<file path="src/include/tip_pkg.sv">
package tip_pkg;
  // widths of the port buses
  localparam int unsigned ADDR_W = 32;
  localparam int unsigned CTL_W = 18;
  localparam int unsigned DADDR_LSB = 3;
  localparam int unsigned DADDR_W = ADDR_W - DADDR_LSB;
  localparam int unsigned DCTL_HI_W = 16;
  localparam int unsigned SLOT_W = 2;
  localparam int unsigned FIFO_DEPTH = 16;

  // instruction control bundle field positions
  localparam int unsigned IA_SLOT_KILL = 17;
  localparam int unsigned IA_DABORT = 16;
  localparam int unsigned IA_CANCEL = 15;
  localparam int unsigned IA_EXC_HI = 14;
  localparam int unsigned IA_EXC_LO = 12;
  localparam int unsigned IA_EXC_VEC = 11;
  localparam int unsigned IA_BOUNCE = 10;
  localparam int unsigned IA_DATA = 9;
  localparam int unsigned IA_CONTEXT = 8;
  localparam int unsigned IA_INDBR = 7;
  localparam int unsigned IA_BP_CCFAIL = 6;
  localparam int unsigned IA_CCFAIL = 5;
  localparam int unsigned IA_BYTECODE = 4;
  localparam int unsigned IA_COMPACT = 3;
  localparam int unsigned IA_BP_VALID = 2;
  localparam int unsigned IA_INSTR_VALID = 1;
  localparam int unsigned IA_VALID = 0;

  // data control bundle: upper bits [17:2] come from the core, slot in [1:0]
  localparam int unsigned DA_HI_LSB = 2;
  localparam int unsigned DA_SLOT_HI = 1;
  localparam int unsigned DA_COPROC_REGISTER_TRANSFER = 15;
  localparam int unsigned DA_COPROC_REGISTER_TRANSFER_IN = DA_COPROC_REGISTER_TRANSFER - DA_HI_LSB;

  // slot numbering, zero means no transfer
  localparam logic [1:0] SLOT_IDLE = 2'h0;
  localparam logic [1:0] SLOT_FIRST = 2'h1;
  localparam logic [1:0] SLOT_LAST = 2'h3;

  // pipeline offsets of the reported address per instruction set
  localparam logic [31:0] PC_OFS_PRIMARY = 32'h0000_0008;
  localparam logic [31:0] PC_OFS_COMPACT = 32'h0000_0004;
  localparam logic [31:0] PC_OFS_BYTECODE = 32'h0000_0000;

  // exception type codes
  localparam logic [2:0] EXC_CODE_OTHER = 3'h0;
  localparam logic [2:0] EXC_CODE_IRQ = 3'h1;
  localparam logic [2:0] EXC_CODE_FIQ = 3'h5;
  localparam logic [2:0] EXC_CODE_BYTECODE = 3'h4;
  localparam logic [2:0] EXC_CODE_IMPRECISE = 3'h6;

  typedef enum logic [1:0] {
    TIP_ISA_PRIMARY = 2'h0,
    TIP_ISA_COMPACT = 2'h1,
    TIP_ISA_BYTECODE = 2'h2
  } tip_isa_t;

  typedef enum logic [2:0] {
    TIP_EXK_OTHER = 3'h0,
    TIP_EXK_IRQ = 3'h1,
    TIP_EXK_FIQ = 3'h2,
    TIP_EXK_BYTECODE = 3'h3,
    TIP_EXK_IMPRECISE = 3'h4
  } tip_exc_kind_t;

  typedef enum logic [1:0] {
    TIP_EXC_IDLE = 2'h1,
    TIP_EXC_HELD = 2'h2
  } tip_exc_state_t;
endpackage

</file>
<file path="src/hw/tip_port.sv">
`timescale 1ns/100ps
module tip_port #(
  parameter int unsigned FIFO_DEPTH = tip_pkg::FIFO_DEPTH
) (
  // clock, reset, enable
  input wire logic core_clk_in,
  input wire logic reset_n_in,
  input wire logic ce_in,
  // macrocell power-down level, asynchronous
  input wire logic trace_pwrdn_in,
  // write-back stage instruction
  input wire logic wb_instr_valid_in,
  input wire logic [tip_pkg::ADDR_W-1:0] wb_instr_pc_in,
  input wire tip_pkg::tip_isa_t wb_isa_in,
  input wire logic wb_data_instr_in,
  input wire logic wb_bounce_in,
  input wire logic wb_context_in,
  input wire logic wb_indirect_in,
  input wire logic wb_cond_fail_in,
  // write-back stage branch phantom
  input wire logic wb_phantom_valid_in,
  input wire logic [tip_pkg::ADDR_W-1:0] wb_phantom_ret_in,
  input wire logic wb_phantom_cond_fail_in,
  // exception taken by the core
  input wire logic exc_take_in,
  input wire tip_pkg::tip_exc_kind_t exc_kind_in,
  input wire logic exc_slot_kill_in,
  input wire logic exc_dabort_in,
  input wire logic exc_cancel_in,
  // address stage data transfer
  input wire logic add_valid_in,
  input wire logic [tip_pkg::ADDR_W-1:0] add_addr_in,
  input wire logic [tip_pkg::DCTL_HI_W-1:0] add_ctrl_in,
  output logic add_ready_out,
  // macrocell hold on the data stream
  input wire logic trace_hold_in,
  // instruction trace outputs
  output logic [tip_pkg::CTL_W-1:0] instr_trace_ctrl_out,
  output logic [tip_pkg::ADDR_W-1:0] instr_trace_addr_out,
  output logic [tip_pkg::ADDR_W-1:0] mispredict_return_addr_out,
  // data address trace outputs
  output logic [tip_pkg::CTL_W-1:0] data_trace_ctrl_out,
  output logic [tip_pkg::ADDR_W-1:tip_pkg::DADDR_LSB] data_trace_addr_out
);
  localparam int unsigned ENTRY_W =
    tip_pkg::DADDR_W + tip_pkg::DCTL_HI_W + tip_pkg::SLOT_W;

  typedef struct packed {
    logic pwr_meta;
    logic pwr_sync;
    tip_pkg::tip_exc_state_t exc_state;
    logic [2:0] exc_code;
    logic exc_kill;
    logic exc_abort;
    logic exc_cancel;
    logic [tip_pkg::SLOT_W-1:0] slot;
    logic [tip_pkg::CTL_W-1:0] ia_ctrl;
    logic [tip_pkg::ADDR_W-1:0] ia_addr;
    logic [tip_pkg::ADDR_W-1:0] ia_ret;
    logic [tip_pkg::CTL_W-1:0] da_ctrl;
    logic [tip_pkg::DADDR_W-1:0] da_addr;
  } tip_port_state_t;

  tip_port_state_t st;
  tip_port_state_t next_st;

  logic fifo_ready;
  logic fifo_valid;
  logic [ENTRY_W-1:0] fifo_data;
  logic fifo_pop;
  logic push;

  assign push = add_valid_in && fifo_ready;
  assign fifo_pop = fifo_valid && !trace_hold_in;

  // address stage entries queue here; core stalls on a full queue
  tip_fifo #(.WIDTH(ENTRY_W), .DEPTH(FIFO_DEPTH)) u_fifo (
    .core_clk_in(core_clk_in),
    .reset_n_in(reset_n_in),
    .ce_in(ce_in),
    .in_valid_in(add_valid_in),
    .in_data_in({add_addr_in[tip_pkg::ADDR_W-1:tip_pkg::DADDR_LSB],
                 add_ctrl_in, st.slot}),
    .in_ready_out(fifo_ready),
    .out_valid_out(fifo_valid),
    .out_data_out(fifo_data),
    .out_ready_in(!trace_hold_in)
  );

  // exception code from the kind reported by the core
  function automatic logic [2:0] exc_code_of(tip_pkg::tip_exc_kind_t k);
    logic [2:0] c;
    c = tip_pkg::EXC_CODE_OTHER;
    case (k)
      tip_pkg::TIP_EXK_IRQ: c = tip_pkg::EXC_CODE_IRQ;
      tip_pkg::TIP_EXK_FIQ: c = tip_pkg::EXC_CODE_FIQ;
      tip_pkg::TIP_EXK_BYTECODE: c = tip_pkg::EXC_CODE_BYTECODE;
      tip_pkg::TIP_EXK_IMPRECISE: c = tip_pkg::EXC_CODE_IMPRECISE;
      default: c = tip_pkg::EXC_CODE_OTHER;
    endcase
    return c;
  endfunction

  // all next-state logic; ce low freezes everything
  always_comb begin
    logic alive;
    logic inst;
    logic bp;
    logic vec;
    logic [tip_pkg::DCTL_HI_W-1:0] dhi;
    logic [tip_pkg::CTL_W-1:0] c;
    alive = 1'b0;
    inst = 1'b0;
    bp = 1'b0;
    vec = 1'b0;
    dhi = '0;
    c = '0;
    next_st = st;
    if (ce_in) begin
      // power-down level crosses in through two flops
      next_st.pwr_meta = trace_pwrdn_in;
      next_st.pwr_sync = st.pwr_meta;
      // exception tracker: held from take until vector instruction
      case (st.exc_state)
        tip_pkg::TIP_EXC_IDLE: begin
          if (exc_take_in) begin
            next_st.exc_state = tip_pkg::TIP_EXC_HELD;
          end
        end
        tip_pkg::TIP_EXC_HELD: begin
          if (!exc_take_in && wb_instr_valid_in) begin
            next_st.exc_state = tip_pkg::TIP_EXC_IDLE;
          end
        end
        default: next_st.exc_state = tip_pkg::TIP_EXC_IDLE;
      endcase
      if (exc_take_in) begin
        next_st.exc_code = exc_code_of(exc_kind_in);
        next_st.exc_kill = exc_slot_kill_in;
        next_st.exc_abort = exc_dabort_in;
        next_st.exc_cancel = exc_cancel_in;
      end
      vec = exc_take_in || st.exc_state == tip_pkg::TIP_EXC_HELD;
      // a quiet macrocell sees no valid cycles at all
      alive = (wb_instr_valid_in || wb_phantom_valid_in) && !st.pwr_sync;
      inst = wb_instr_valid_in && alive;
      bp = wb_phantom_valid_in && alive;
      // exception fields, unqualified by interface valid
      if (vec) begin
        c[tip_pkg::IA_EXC_VEC] = 1'b1;
        c[tip_pkg::IA_SLOT_KILL] = next_st.exc_kill;
        c[tip_pkg::IA_DABORT] = next_st.exc_abort;
        c[tip_pkg::IA_CANCEL] = next_st.exc_cancel;
        c[tip_pkg::IA_EXC_HI:tip_pkg::IA_EXC_LO] = next_st.exc_code;
      end
      // flags qualified by instruction, phantom or interface valid, and the valid bits
      c[tip_pkg::IA_DATA] = inst && wb_data_instr_in;
      c[tip_pkg::IA_BOUNCE] = inst && wb_data_instr_in && wb_bounce_in;
      c[tip_pkg::IA_CONTEXT] = inst && wb_context_in;
      c[tip_pkg::IA_INDBR] = inst && wb_indirect_in;
      c[tip_pkg::IA_CCFAIL] = inst && wb_cond_fail_in;
      c[tip_pkg::IA_BP_CCFAIL] = bp && wb_phantom_cond_fail_in;
      c[tip_pkg::IA_BYTECODE] = alive &&
        wb_isa_in == tip_pkg::TIP_ISA_BYTECODE;
      c[tip_pkg::IA_COMPACT] = alive &&
        wb_isa_in == tip_pkg::TIP_ISA_COMPACT;
      c[tip_pkg::IA_BP_VALID] = bp;
      c[tip_pkg::IA_INSTR_VALID] = inst;
      c[tip_pkg::IA_VALID] = alive;
      next_st.ia_ctrl = c;
      // reported address carries the pipeline offset of its set
      if (alive) begin
        case (wb_isa_in)
          tip_pkg::TIP_ISA_COMPACT:
            next_st.ia_addr = wb_instr_pc_in + tip_pkg::PC_OFS_COMPACT;
          tip_pkg::TIP_ISA_BYTECODE:
            next_st.ia_addr = wb_instr_pc_in + tip_pkg::PC_OFS_BYTECODE;
          default:
            next_st.ia_addr = wb_instr_pc_in + tip_pkg::PC_OFS_PRIMARY;
        endcase
      end
      if (bp) begin
        next_st.ia_ret = wb_phantom_ret_in;
      end
      // slot numbers run 1..3, never the idle code
      if (push) begin
        if (st.slot == tip_pkg::SLOT_LAST) begin
          next_st.slot = tip_pkg::SLOT_FIRST;
        end else begin
          next_st.slot = st.slot + 2'h1;
        end
      end
      // drain one queued transfer a cycle unless the macrocell holds
      next_st.da_ctrl = '0;
      next_st.da_addr = '0;
      if (fifo_pop) begin
        dhi = fifo_data[tip_pkg::DCTL_HI_W+tip_pkg::SLOT_W-1:tip_pkg::SLOT_W];
        next_st.da_ctrl = {dhi, fifo_data[tip_pkg::DA_SLOT_HI:0]};
        // transfers to coprocessor registers carry no address
        if (!dhi[tip_pkg::DA_COPROC_REGISTER_TRANSFER_IN]) begin
          next_st.da_addr = fifo_data[ENTRY_W-1:ENTRY_W-tip_pkg::DADDR_W];
        end
      end
    end
  end

  // single state register, all outputs but add_ready_out taken from it
  always_ff @(posedge core_clk_in or negedge reset_n_in) begin
    if (!reset_n_in) begin
      st <= '{pwr_meta: 1'b1, pwr_sync: 1'b1,
              exc_state: tip_pkg::TIP_EXC_IDLE, exc_code: '0,
              exc_kill: 1'b0, exc_abort: 1'b0, exc_cancel: 1'b0,
              slot: tip_pkg::SLOT_FIRST, ia_ctrl: '0, ia_addr: '0,
              ia_ret: '0, da_ctrl: '0, da_addr: '0};
    end else begin
      st <= next_st;
    end
  end

  assign instr_trace_ctrl_out = st.ia_ctrl;
  assign instr_trace_addr_out = st.ia_addr;
  assign mispredict_return_addr_out = st.ia_ret;
  assign data_trace_ctrl_out = st.da_ctrl;
  assign data_trace_addr_out = st.da_addr;
  assign add_ready_out = fifo_ready;
endmodule

</file>
<file path="src/hw/tip_mem.sv">
`timescale 1ns/100ps
module tip_mem #(
  parameter int unsigned WIDTH = 47,
  parameter int unsigned DEPTH = 16,
  parameter int unsigned AW = 4
) (
  // clock, reset, enable
  input wire logic core_clk_in,
  input wire logic reset_n_in,
  input wire logic ce_in,
  // write port
  input wire logic we_in,
  input wire logic [AW-1:0] waddr_in,
  input wire logic [WIDTH-1:0] wdata_in,
  // registered read port
  input wire logic [AW-1:0] raddr_in,
  output logic [WIDTH-1:0] rdata_out
);
  typedef struct packed {
    logic [DEPTH-1:0][WIDTH-1:0] cells;
    logic [WIDTH-1:0] rdata;
  } tip_mem_state_t;

  tip_mem_state_t st;
  tip_mem_state_t next_st;

  // write-first: a word written to the read address is seen at once
  always_comb begin
    next_st = st;
    if (ce_in) begin
      if (we_in) begin
        next_st.cells[waddr_in] = wdata_in;
      end
      if (we_in && waddr_in == raddr_in) begin
        next_st.rdata = wdata_in;
      end else begin
        next_st.rdata = st.cells[raddr_in];
      end
    end
  end

  always_ff @(posedge core_clk_in or negedge reset_n_in) begin
    if (!reset_n_in) begin
      st <= '0;
    end else begin
      st <= next_st;
    end
  end

  assign rdata_out = st.rdata;
endmodule

</file>
<file path="src/hw/tip_fifo.sv">
`timescale 1ns/100ps
module tip_fifo #(
  parameter int unsigned WIDTH = 47,
  parameter int unsigned DEPTH = 16
) (
  // clock, reset, enable
  input wire logic core_clk_in,
  input wire logic reset_n_in,
  input wire logic ce_in,
  // filling side
  input wire logic in_valid_in,
  input wire logic [WIDTH-1:0] in_data_in,
  output logic in_ready_out,
  // draining side
  output logic out_valid_out,
  output logic [WIDTH-1:0] out_data_out,
  input wire logic out_ready_in
);
  // depth must be a power of two so the pointers wrap by themselves
  localparam int unsigned AW = $clog2(DEPTH);
  localparam int unsigned CW = AW + 1;

  typedef struct packed {
    logic [AW-1:0] wr_ptr;
    logic [AW-1:0] rd_ptr;
    logic [CW-1:0] count;
    logic room;
    logic filled;
  } tip_fifo_state_t;

  tip_fifo_state_t st;
  tip_fifo_state_t next_st;
  logic push;
  logic pop;

  // pointer and flag update, flags kept in flops for clean ports
  always_comb begin
    next_st = st;
    push = in_valid_in && st.room;
    pop = st.filled && out_ready_in;
    if (ce_in) begin
      if (push) begin
        next_st.wr_ptr = st.wr_ptr + AW'(1);
      end
      if (pop) begin
        next_st.rd_ptr = st.rd_ptr + AW'(1);
      end
      next_st.count = st.count + CW'(push) - CW'(pop);
      next_st.room = next_st.count != CW'(DEPTH);
      next_st.filled = next_st.count != CW'(0);
    end
  end

  always_ff @(posedge core_clk_in or negedge reset_n_in) begin
    if (!reset_n_in) begin
      st <= '{wr_ptr: '0, rd_ptr: '0, count: '0, room: 1'b1, filled: 1'b0};
    end else begin
      st <= next_st;
    end
  end

  // storage reads ahead at the next head so data match the flags
  tip_mem #(.WIDTH(WIDTH), .DEPTH(DEPTH), .AW(AW)) u_mem (
    .core_clk_in(core_clk_in),
    .reset_n_in(reset_n_in),
    .ce_in(ce_in && (push || pop || !st.filled)),
    .we_in(push),
    .waddr_in(st.wr_ptr),
    .wdata_in(in_data_in),
    .raddr_in(next_st.rd_ptr),
    .rdata_out(out_data_out)
  );

  assign in_ready_out = st.room;
  assign out_valid_out = st.filled;
endmodule

</file>
<file path="config.mk">
export PLATFORM = sky130hd
export DESIGN_NAME = tip_port
export DESIGN_NICKNAME = d
export VERILOG_FILES = /design/src/include/tip_pkg.sv /design/src/hw/tip_port.sv /design/src/hw/tip_mem.sv /design/src/hw/tip_fifo.sv
export SDC_FILE = /design/constraint.sdc
export NUM_CORES = 2
export LEC_CHECK = 0
export BUFFER_PORTS_ARGS = -buffer_cell sky130_fd_sc_hd__buf_2
export CAP_MARGIN = 20
export CORE_MARGIN = 2
export CORE_UTILIZATION = 65
export DETAILED_ROUTE_END_ITERATION = 7
export PLACE_DENSITY = 0.84
export SETUP_SLACK_MARGIN = 0.2
export SYNTH_ARGS = -nofsm -noshare
export SYNTH_HDL_FRONTEND = slang
export SYNTH_SLANG_ARGS = --single-unit
</file>
<file path="constraint.sdc">
create_clock -name core_clk_in -period 4.83 [get_ports core_clk_in]
set_input_delay 0.966 -clock core_clk_in [delete_from_list [all_inputs] [get_ports core_clk_in]]
set_output_delay 0.966 -clock core_clk_in [all_outputs]
set_load 0.05 [all_outputs]
</file>
Word-level counts from Yosys, hierarchy flattened

Index checks and enable logic that the tools add are counted.

Register bits: 955
Bits in latches: 0
Memory bits (writable): 0
Bits in read-only memories: 0
Input port bits: 135
Output and inout bits: 130
Memories kept: 0

Add/sub/neg operators: 7
Multiply operators: 0
Div/mod/pow operators: 0
Order comparisons: 3
Equality and inequality tests: 13
Shift-type cells: 0
Muxes and demuxes: 18
Bitwise gates (word level): 0
Reductions and logical operators: 31

Operators with widths:

| kind                                                                   | number |
|---|---|
| 752-bit bitwise mux                                                    | 1 |
| 47-bit binary-select mux with 4-bit select                             | 1 |
| 47-bit demux with 4-bit select                                         | 1 |
| 47-bit 2-to-1 mux                                                      | 4 |
| 32-bit case mux with 2 select lines                                    | 1 |
| 32-bit by 3-bit adder with 32-bit output (second input constant)       | 1 |
| 32-bit by 4-bit adder with 32-bit output (second input constant)       | 1 |
| 29-bit 2-to-1 mux                                                      | 1 |
| 1-bit logical AND                                                      | 17 |
| 3-bit case mux with 4 select lines                                     | 1 |
| 11-bit 2-to-1 mux                                                      | 1 |
| 4-bit by 5-bit < comparator with 1-bit output (second input constant)  | 2 |
| 4-bit by 1-bit adder with 4-bit output (second input constant)         | 2 |
| 2-bit AND reduction                                                    | 4 |
| 7-bit 2-to-1 mux                                                       | 1 |
| 2-bit equality test (second input constant)                            | 3 |
| 3-bit by 2-bit equality test with 1-bit output (second input constant) | 2 |
| 2-bit 2-to-1 mux                                                       | 3 |
| 6-bit 2-to-1 mux                                                       | 1 |
| 5-bit by 1-bit adder with 5-bit output                                 | 1 |
| 5-bit != test (second input constant)                                  | 1 |
| 5-bit nonzero test                                                     | 1 |
| 5-bit by 1-bit subtractor with 5-bit output                            | 1 |
| 2-bit by 1-bit equality test with 1-bit output (second input constant) | 2 |
| other kinds (11)                                                       | 18 |

Logic depth before layout (Yosys ltp)

Depth after elaboration: 8
Gate-level depth with buffers: 11

By module

From an unflattened synthesis, not the netlist that was laid out.

Cell total of the unflattened synthesis: 3194
Area, all modules: 44966.9 sq um

Modules (own cells, without submodules):

| module   | instances | cells an instance | area an instance (sq um) | sequential area each (sq um) |
|---|---|---|---|---|
| tip_mem  | 1         | 2375              | 36565.1                  | 19994.2 |
| tip_port | 1         | 744               | 7567.3                   | 3533.4 |
| tip_fifo | 1         | 75                | 834.6                    | 376.6 |

Worst setup path after synthesis

No wires, ideal clock.

Kind: input to register
From: in trace_hold_in
To: reg u_fifo.st, in the netlist u_fifo.out_valid_out
Library setup time: 0.126 ns
Arrival time: 2.888 ns
Required time: 4.704 ns
Path slack: 1.816 ns
Stages: 10
Buffers on the path: 1
Cells stage by stage: nand2b_1 clkbuf_1 or2_2 nand2_1 ha_1 fa_1 a21o_1 a21oi_1 xnor2_1 o32a_1

Word-level cells in the longest chain between the ends: 4

RTL lines:

| item                                        | line           | text |
|---|---|---|
| from (decl)                                 | tip_port.sv:36 | `input wire logic trace_hold_in,` |
| 1-bit zero test                             | tip_port.sv:87 | `.out_ready_in(!trace_hold_in)` |
| 1-bit logical AND                           | tip_fifo.sv:40 | `pop = st.filled && out_ready_in;` |
| 5-bit by 1-bit subtractor with 5-bit output | tip_fifo.sv:48 | `next_st.count = st.count + CW'(push) - CW'(pop);` |
| 5-bit nonzero test                          | tip_fifo.sv:50 | `next_st.filled = next_st.count != CW'(0);` |
| to (signal assigned)                        | tip_fifo.sv:56 | `st <= '{wr_ptr: '0, rd_ptr: '0, count: '0, room: 1'b1, filled: 1'b0};` |
| to (signal assigned)                        | tip_fifo.sv:58 | `st <= next_st;` |
| to (decl)                                   | tip_fifo.sv:31 | `tip_fifo_state_t st;` |

No other way between the ends.
A chain may end at the register's enable or synchronous reset.

Final worst setup path

From: reg u_fifo.st[8] in the netlist's numbering
To: reg u_fifo.u_mem.st, in the netlist u_fifo.u_mem.rdata_out[39]

Word-level cells in the longest chain between the ends: 6
Elaborated cells between the ends (all ways): 8
Classes of those cells: 1 x add/sub; 1 x eq/ne; 5 x mux; 1 x reduce/logical

RTL lines:

| item                                                                              | line                         | text |
|---|---|---|
| 4-bit by 1-bit adder with 4-bit output                                            | tip_fifo.sv:46               | `next_st.rd_ptr = st.rd_ptr + AW'(1);` |
| 4-bit 2-to-1 mux                                                                  | tip_fifo.sv:45               | `if (pop) begin` |
| 11-bit 2-to-1 mux (*)                                                             | tip_fifo.sv:41               | `if (ce_in) begin` |
| 47-bit binary-select mux with 4-bit select or 4-bit equality test (tied branches) | tip_mem.sv:37, tip_mem.sv:34 |  |
| 47-bit 2-to-1 mux (not written as such) or 1-bit logical AND (tied branches)      | tip_mem.sv:37, tip_mem.sv:34 |  |
| 47-bit 2-to-1 mux (*)                                                             | tip_mem.sv:34                | `if (we_in && waddr_in == raddr_in) begin` |
| to (signal assigned)                                                              | tip_mem.sv:46                | `st <= next_st;` |
| to (decl)                                                                         | tip_mem.sv:24                | `tip_mem_state_t st;` |

Every way passes the cells marked *; elsewhere a longest branch is shown, timed or not. The select of a mux whose other input is x is not followed.

==> flow_summary.json <==
{
  "outcome": "finished, violations left",
  "violations": "DRC",
  "htreeDepth": 3,
  "dp_slack_ns": 0.813,
  "fin_ws_ns": 1.09,
  "skew_ns": 0.0355,
  "p_clk_share_pct": 21.6,
  "arrival_ns": 4.33,
  "synth_cell_types": 75,
  "crit_path_start_kind": "flop",
  "nNetsFinal": 4196,
  "portBuffers": 261,
  "grt_pass1_wl_mm": 213,
  "io-pin-count": 265,
  "cpPeakStageDelay_ns": 0.90,
  "yosys.area.top_type_share_pct": 49.3,
  "ctsResizeCount": 0,
  "syn_area_per_cell_um2": 11.9,
  "path_clk_slew_ns": 0.07,
  "seqPwrFrac_pct": 37.1,
  "intPower_w": 0.0230,
  "vias": 36000,
  "slew_headroom_pct": 21.4,
  "gr-total-overflow": 0,
  "core-area_um2": 73200,
  "numCtsBuffers": 97,
  "area_delta_synth_final_pct": 10.1,
  "synth_ff_type": "dfrtp_1",
  "fin_util_pct": 72.4,
  "initial_core_util_pct": 65.8,
  "fmaxAchievable_mhz": 267,
  "power.total_w": 0.0371,
  "antenna_found_initial": 9,
  "worstHoldPathType": "in2async",
  "finalHoldViolations": 0,
  "cts-root-buf": "clkbuf_16",
  "p_sw_w": 0.0141,
  "slowest_stage": "and2_1",
  "route.detailed.drc": 1,
  "crit_chain": "ha_4 > and4b_2 > a21oi_2 > xnor2_1 > nor4_4 > and2_1 > a221o_1",
  "fill_cells": 4585,
  "p_leak_nw": 23.9,
  "synthTopCellsByCount": "dfrtp_1 (950), mux2_2 (710), nand2_1 (319)",
  "grt_use_total_pct": 35.6,
  "ys_top_cells_by_area": "dfrtp_1 (49%), mux2_2 (17%), mux4_2 (6.1%)",
  "drt-pass1-iter-count": 8,
  "yosysMostFrequentCell": "dfrtp_1",
  "drive_above_1_share_pct": 34.5,
  "die_width_um": 276,
  "rows": 99,
  "via_per_inst": 7.08,
  "worstMarginPinSlew_ns": 1.18,
  "syn-cell-area_um2": 48200,
  "setup_tns_ns": 0,
  "grt_pass1_vias": 36900,
  "max-vdd-ir-drop_mv": 0.614,
  "hpwl_mm": 79.5,
  "drtAntennaViolNets": 0,
  "cts_tree": "yes",
  "yosysTopAreaCell": "dfrtp_1",
  "critical_path_class": "reg2reg",
  "min_period_ns": 3.74,
  "finalMaxSlewViolations": 0,
  "fp.dieArea_um2": 76300,
  "wl_per_cell_um": 26.8,
  "synth-edff-count": 0,
  "syn_nets": 4196,
  "setup_viol": 0,
  "pwr-share-comb_pct": 41.3,
  "rsz0062_at_grt": "no",
  "period_share_pct": 77.5,
  "async_reset_ff_share_pct": 100,
  "synthCells": 4046,
  "die_y_um": 276,
  "power.density_nw_per_um2": 700,
  "yosysWarnings": 0,
  "insertion_delay_ns": 0.68,
  "cp_data_required_time_ns": 5.42,
  "synth-seq-cells": 955,
  "cts_buffer_depth": 3,
  "end_kind": "flop",
  "drv_cap": 0,
  "wl_mm": 136,
  "gp_congestion": 0.931,
  "ys_seq_area_share_pct": 49.6,
  "cts_setup_buffers": 0,
  "crit_path_max_fanout": 27,
  "swShare_pct": 38.0,
  "postCtsHoldBufs": 0,
  "clkSinkCount": 955,
  "grt_max_degree": 159,
  "drt_iter0_drc": 4536
}
==> area by class of cell <==
cell class	instances	area, um^2	area share, %
antenna	5	12.5	0.0236
clock buffer	129	2780	5.24
timing repair buffer	365	2380	4.49
tap	959	1200	2.26
multi-input combinational	2571	21900	41.3
clock inverter	49	621	1.17
inverter	56	210	0.396
sequential	955	23900	45.1
==> flip-flops by register name (all words and copies together), names as in the netlist <==
register	count
instr_trace_ctrl_out	18
data_trace_ctrl_out	18
u_fifo.in_ready_out	1
u_fifo.u_mem.rdata_out	47
u_fifo.out_valid_out	1
instr_trace_addr_out	32
mispredict_return_addr_out	32
st	12
u_fifo.st	13
u_fifo.u_mem.st	752
data_trace_addr_out	29
==> cell usage in the layout (no fill, tap or decap), drive strengths merged, types with 65 or more instances in the layout <==
master | Yosys | final
dfrtp | 950 | 950
nand2 | 319 | 319
buf | 255 | 365
o221ai | 86 | 86
a22o | 74 | 74
clkbuf | 209 | 129
mux4 | 131 | 131
mux2 | 710 | 710
mux2i | 140 | 140
o21ai | 319 | 319
o22ai | 65 | 65
nor2 | 159 | 159
==> power by group through the flow <==
stage	Combinational [W]	Clock, W	Sequential, W
2_1_floorplan	0.0118	0	0.0128
3_3_place_gp	0.0143	0	0.0134
3_5_place_dp	0.0148	0	0.0137
4_1_cts	0.0151	0.00802	0.0136
5_1_grt	0.0163	0.00837	0.0141
6_report	0.0153	0.00801	0.0138
==> worst max-delay path: cells and delay by family, from the launching register on <==
| family | cells | cell delay, ns |
|---|---|---|
| fa+ha+maj | 1 | 0.67 |
| simple gates | 3 | 1.79 |
| flops | 1 | 0.62 |
| compound gates | 2 | 0.34 |
| xor+xnor | 1 | 0.20 |
==> cells by family after synthesis <==
| family | Yosys count | share of synthesized area [%] |
|---|---|---|
| simple gates | 729 | 6.93 |
| buf+inv | 520 | 5.36 |
| fa+ha+maj | 15 | 0.405 |
| xor+xnor | 24 | 0.436 |
| mux | 981 | 25.6 |
| flops | 955 | 49.6 |
| compound gates | 822 | 11.6 |
==> layer usage <==
layer | part of all wire, % | vias to the layer above | wire length [um] | global-route usage, %
li1 | - | 14900 | - | -
met1 | 37 | 18200 | 50000 | 45.6
met2 | 47 | 2251 | 64400 | 56.5
met3 | 9.6 | 615 | 13000 | 7.55
met4 | 6.4 | 8 | 8730 | 21.1
met5 | 0.039 | - | 53 | 0
==> through the flow <==
stage	cells	hold slack, ns	instance area (um^2)
6_report	5089	0.364	53000
5_1_grt	5088	0.434	53000
4_1_cts	5083	0.395	53000
3_5_place_dp	4905	0.459	49600
3_3_place_gp	4905	0.456	49600
2_1_floorplan	4046	0.444	48200
==> worst paths after layout <==
kind                                               to  slack [ns]               startpoint  cells after the start
max                        u_fifo.u_mem.rdata_out[39]        1.09             u_fifo.st[8]                      7
min                              u_fifo.u_mem.st[289]        0.36               reset_n_in                      1
max reg2reg                u_fifo.u_mem.rdata_out[39]        1.09             u_fifo.st[8]                      7
min reg2reg                   instr_trace_addr_out[1]        0.47  instr_trace_addr_out[1]                      2
max in group asynchronous        u_fifo.u_mem.st[165]        3.18               reset_n_in                      2
min in group core_clk_in      instr_trace_addr_out[1]        0.47  instr_trace_addr_out[1]                      2
Power figures use the tool's default switching activity.
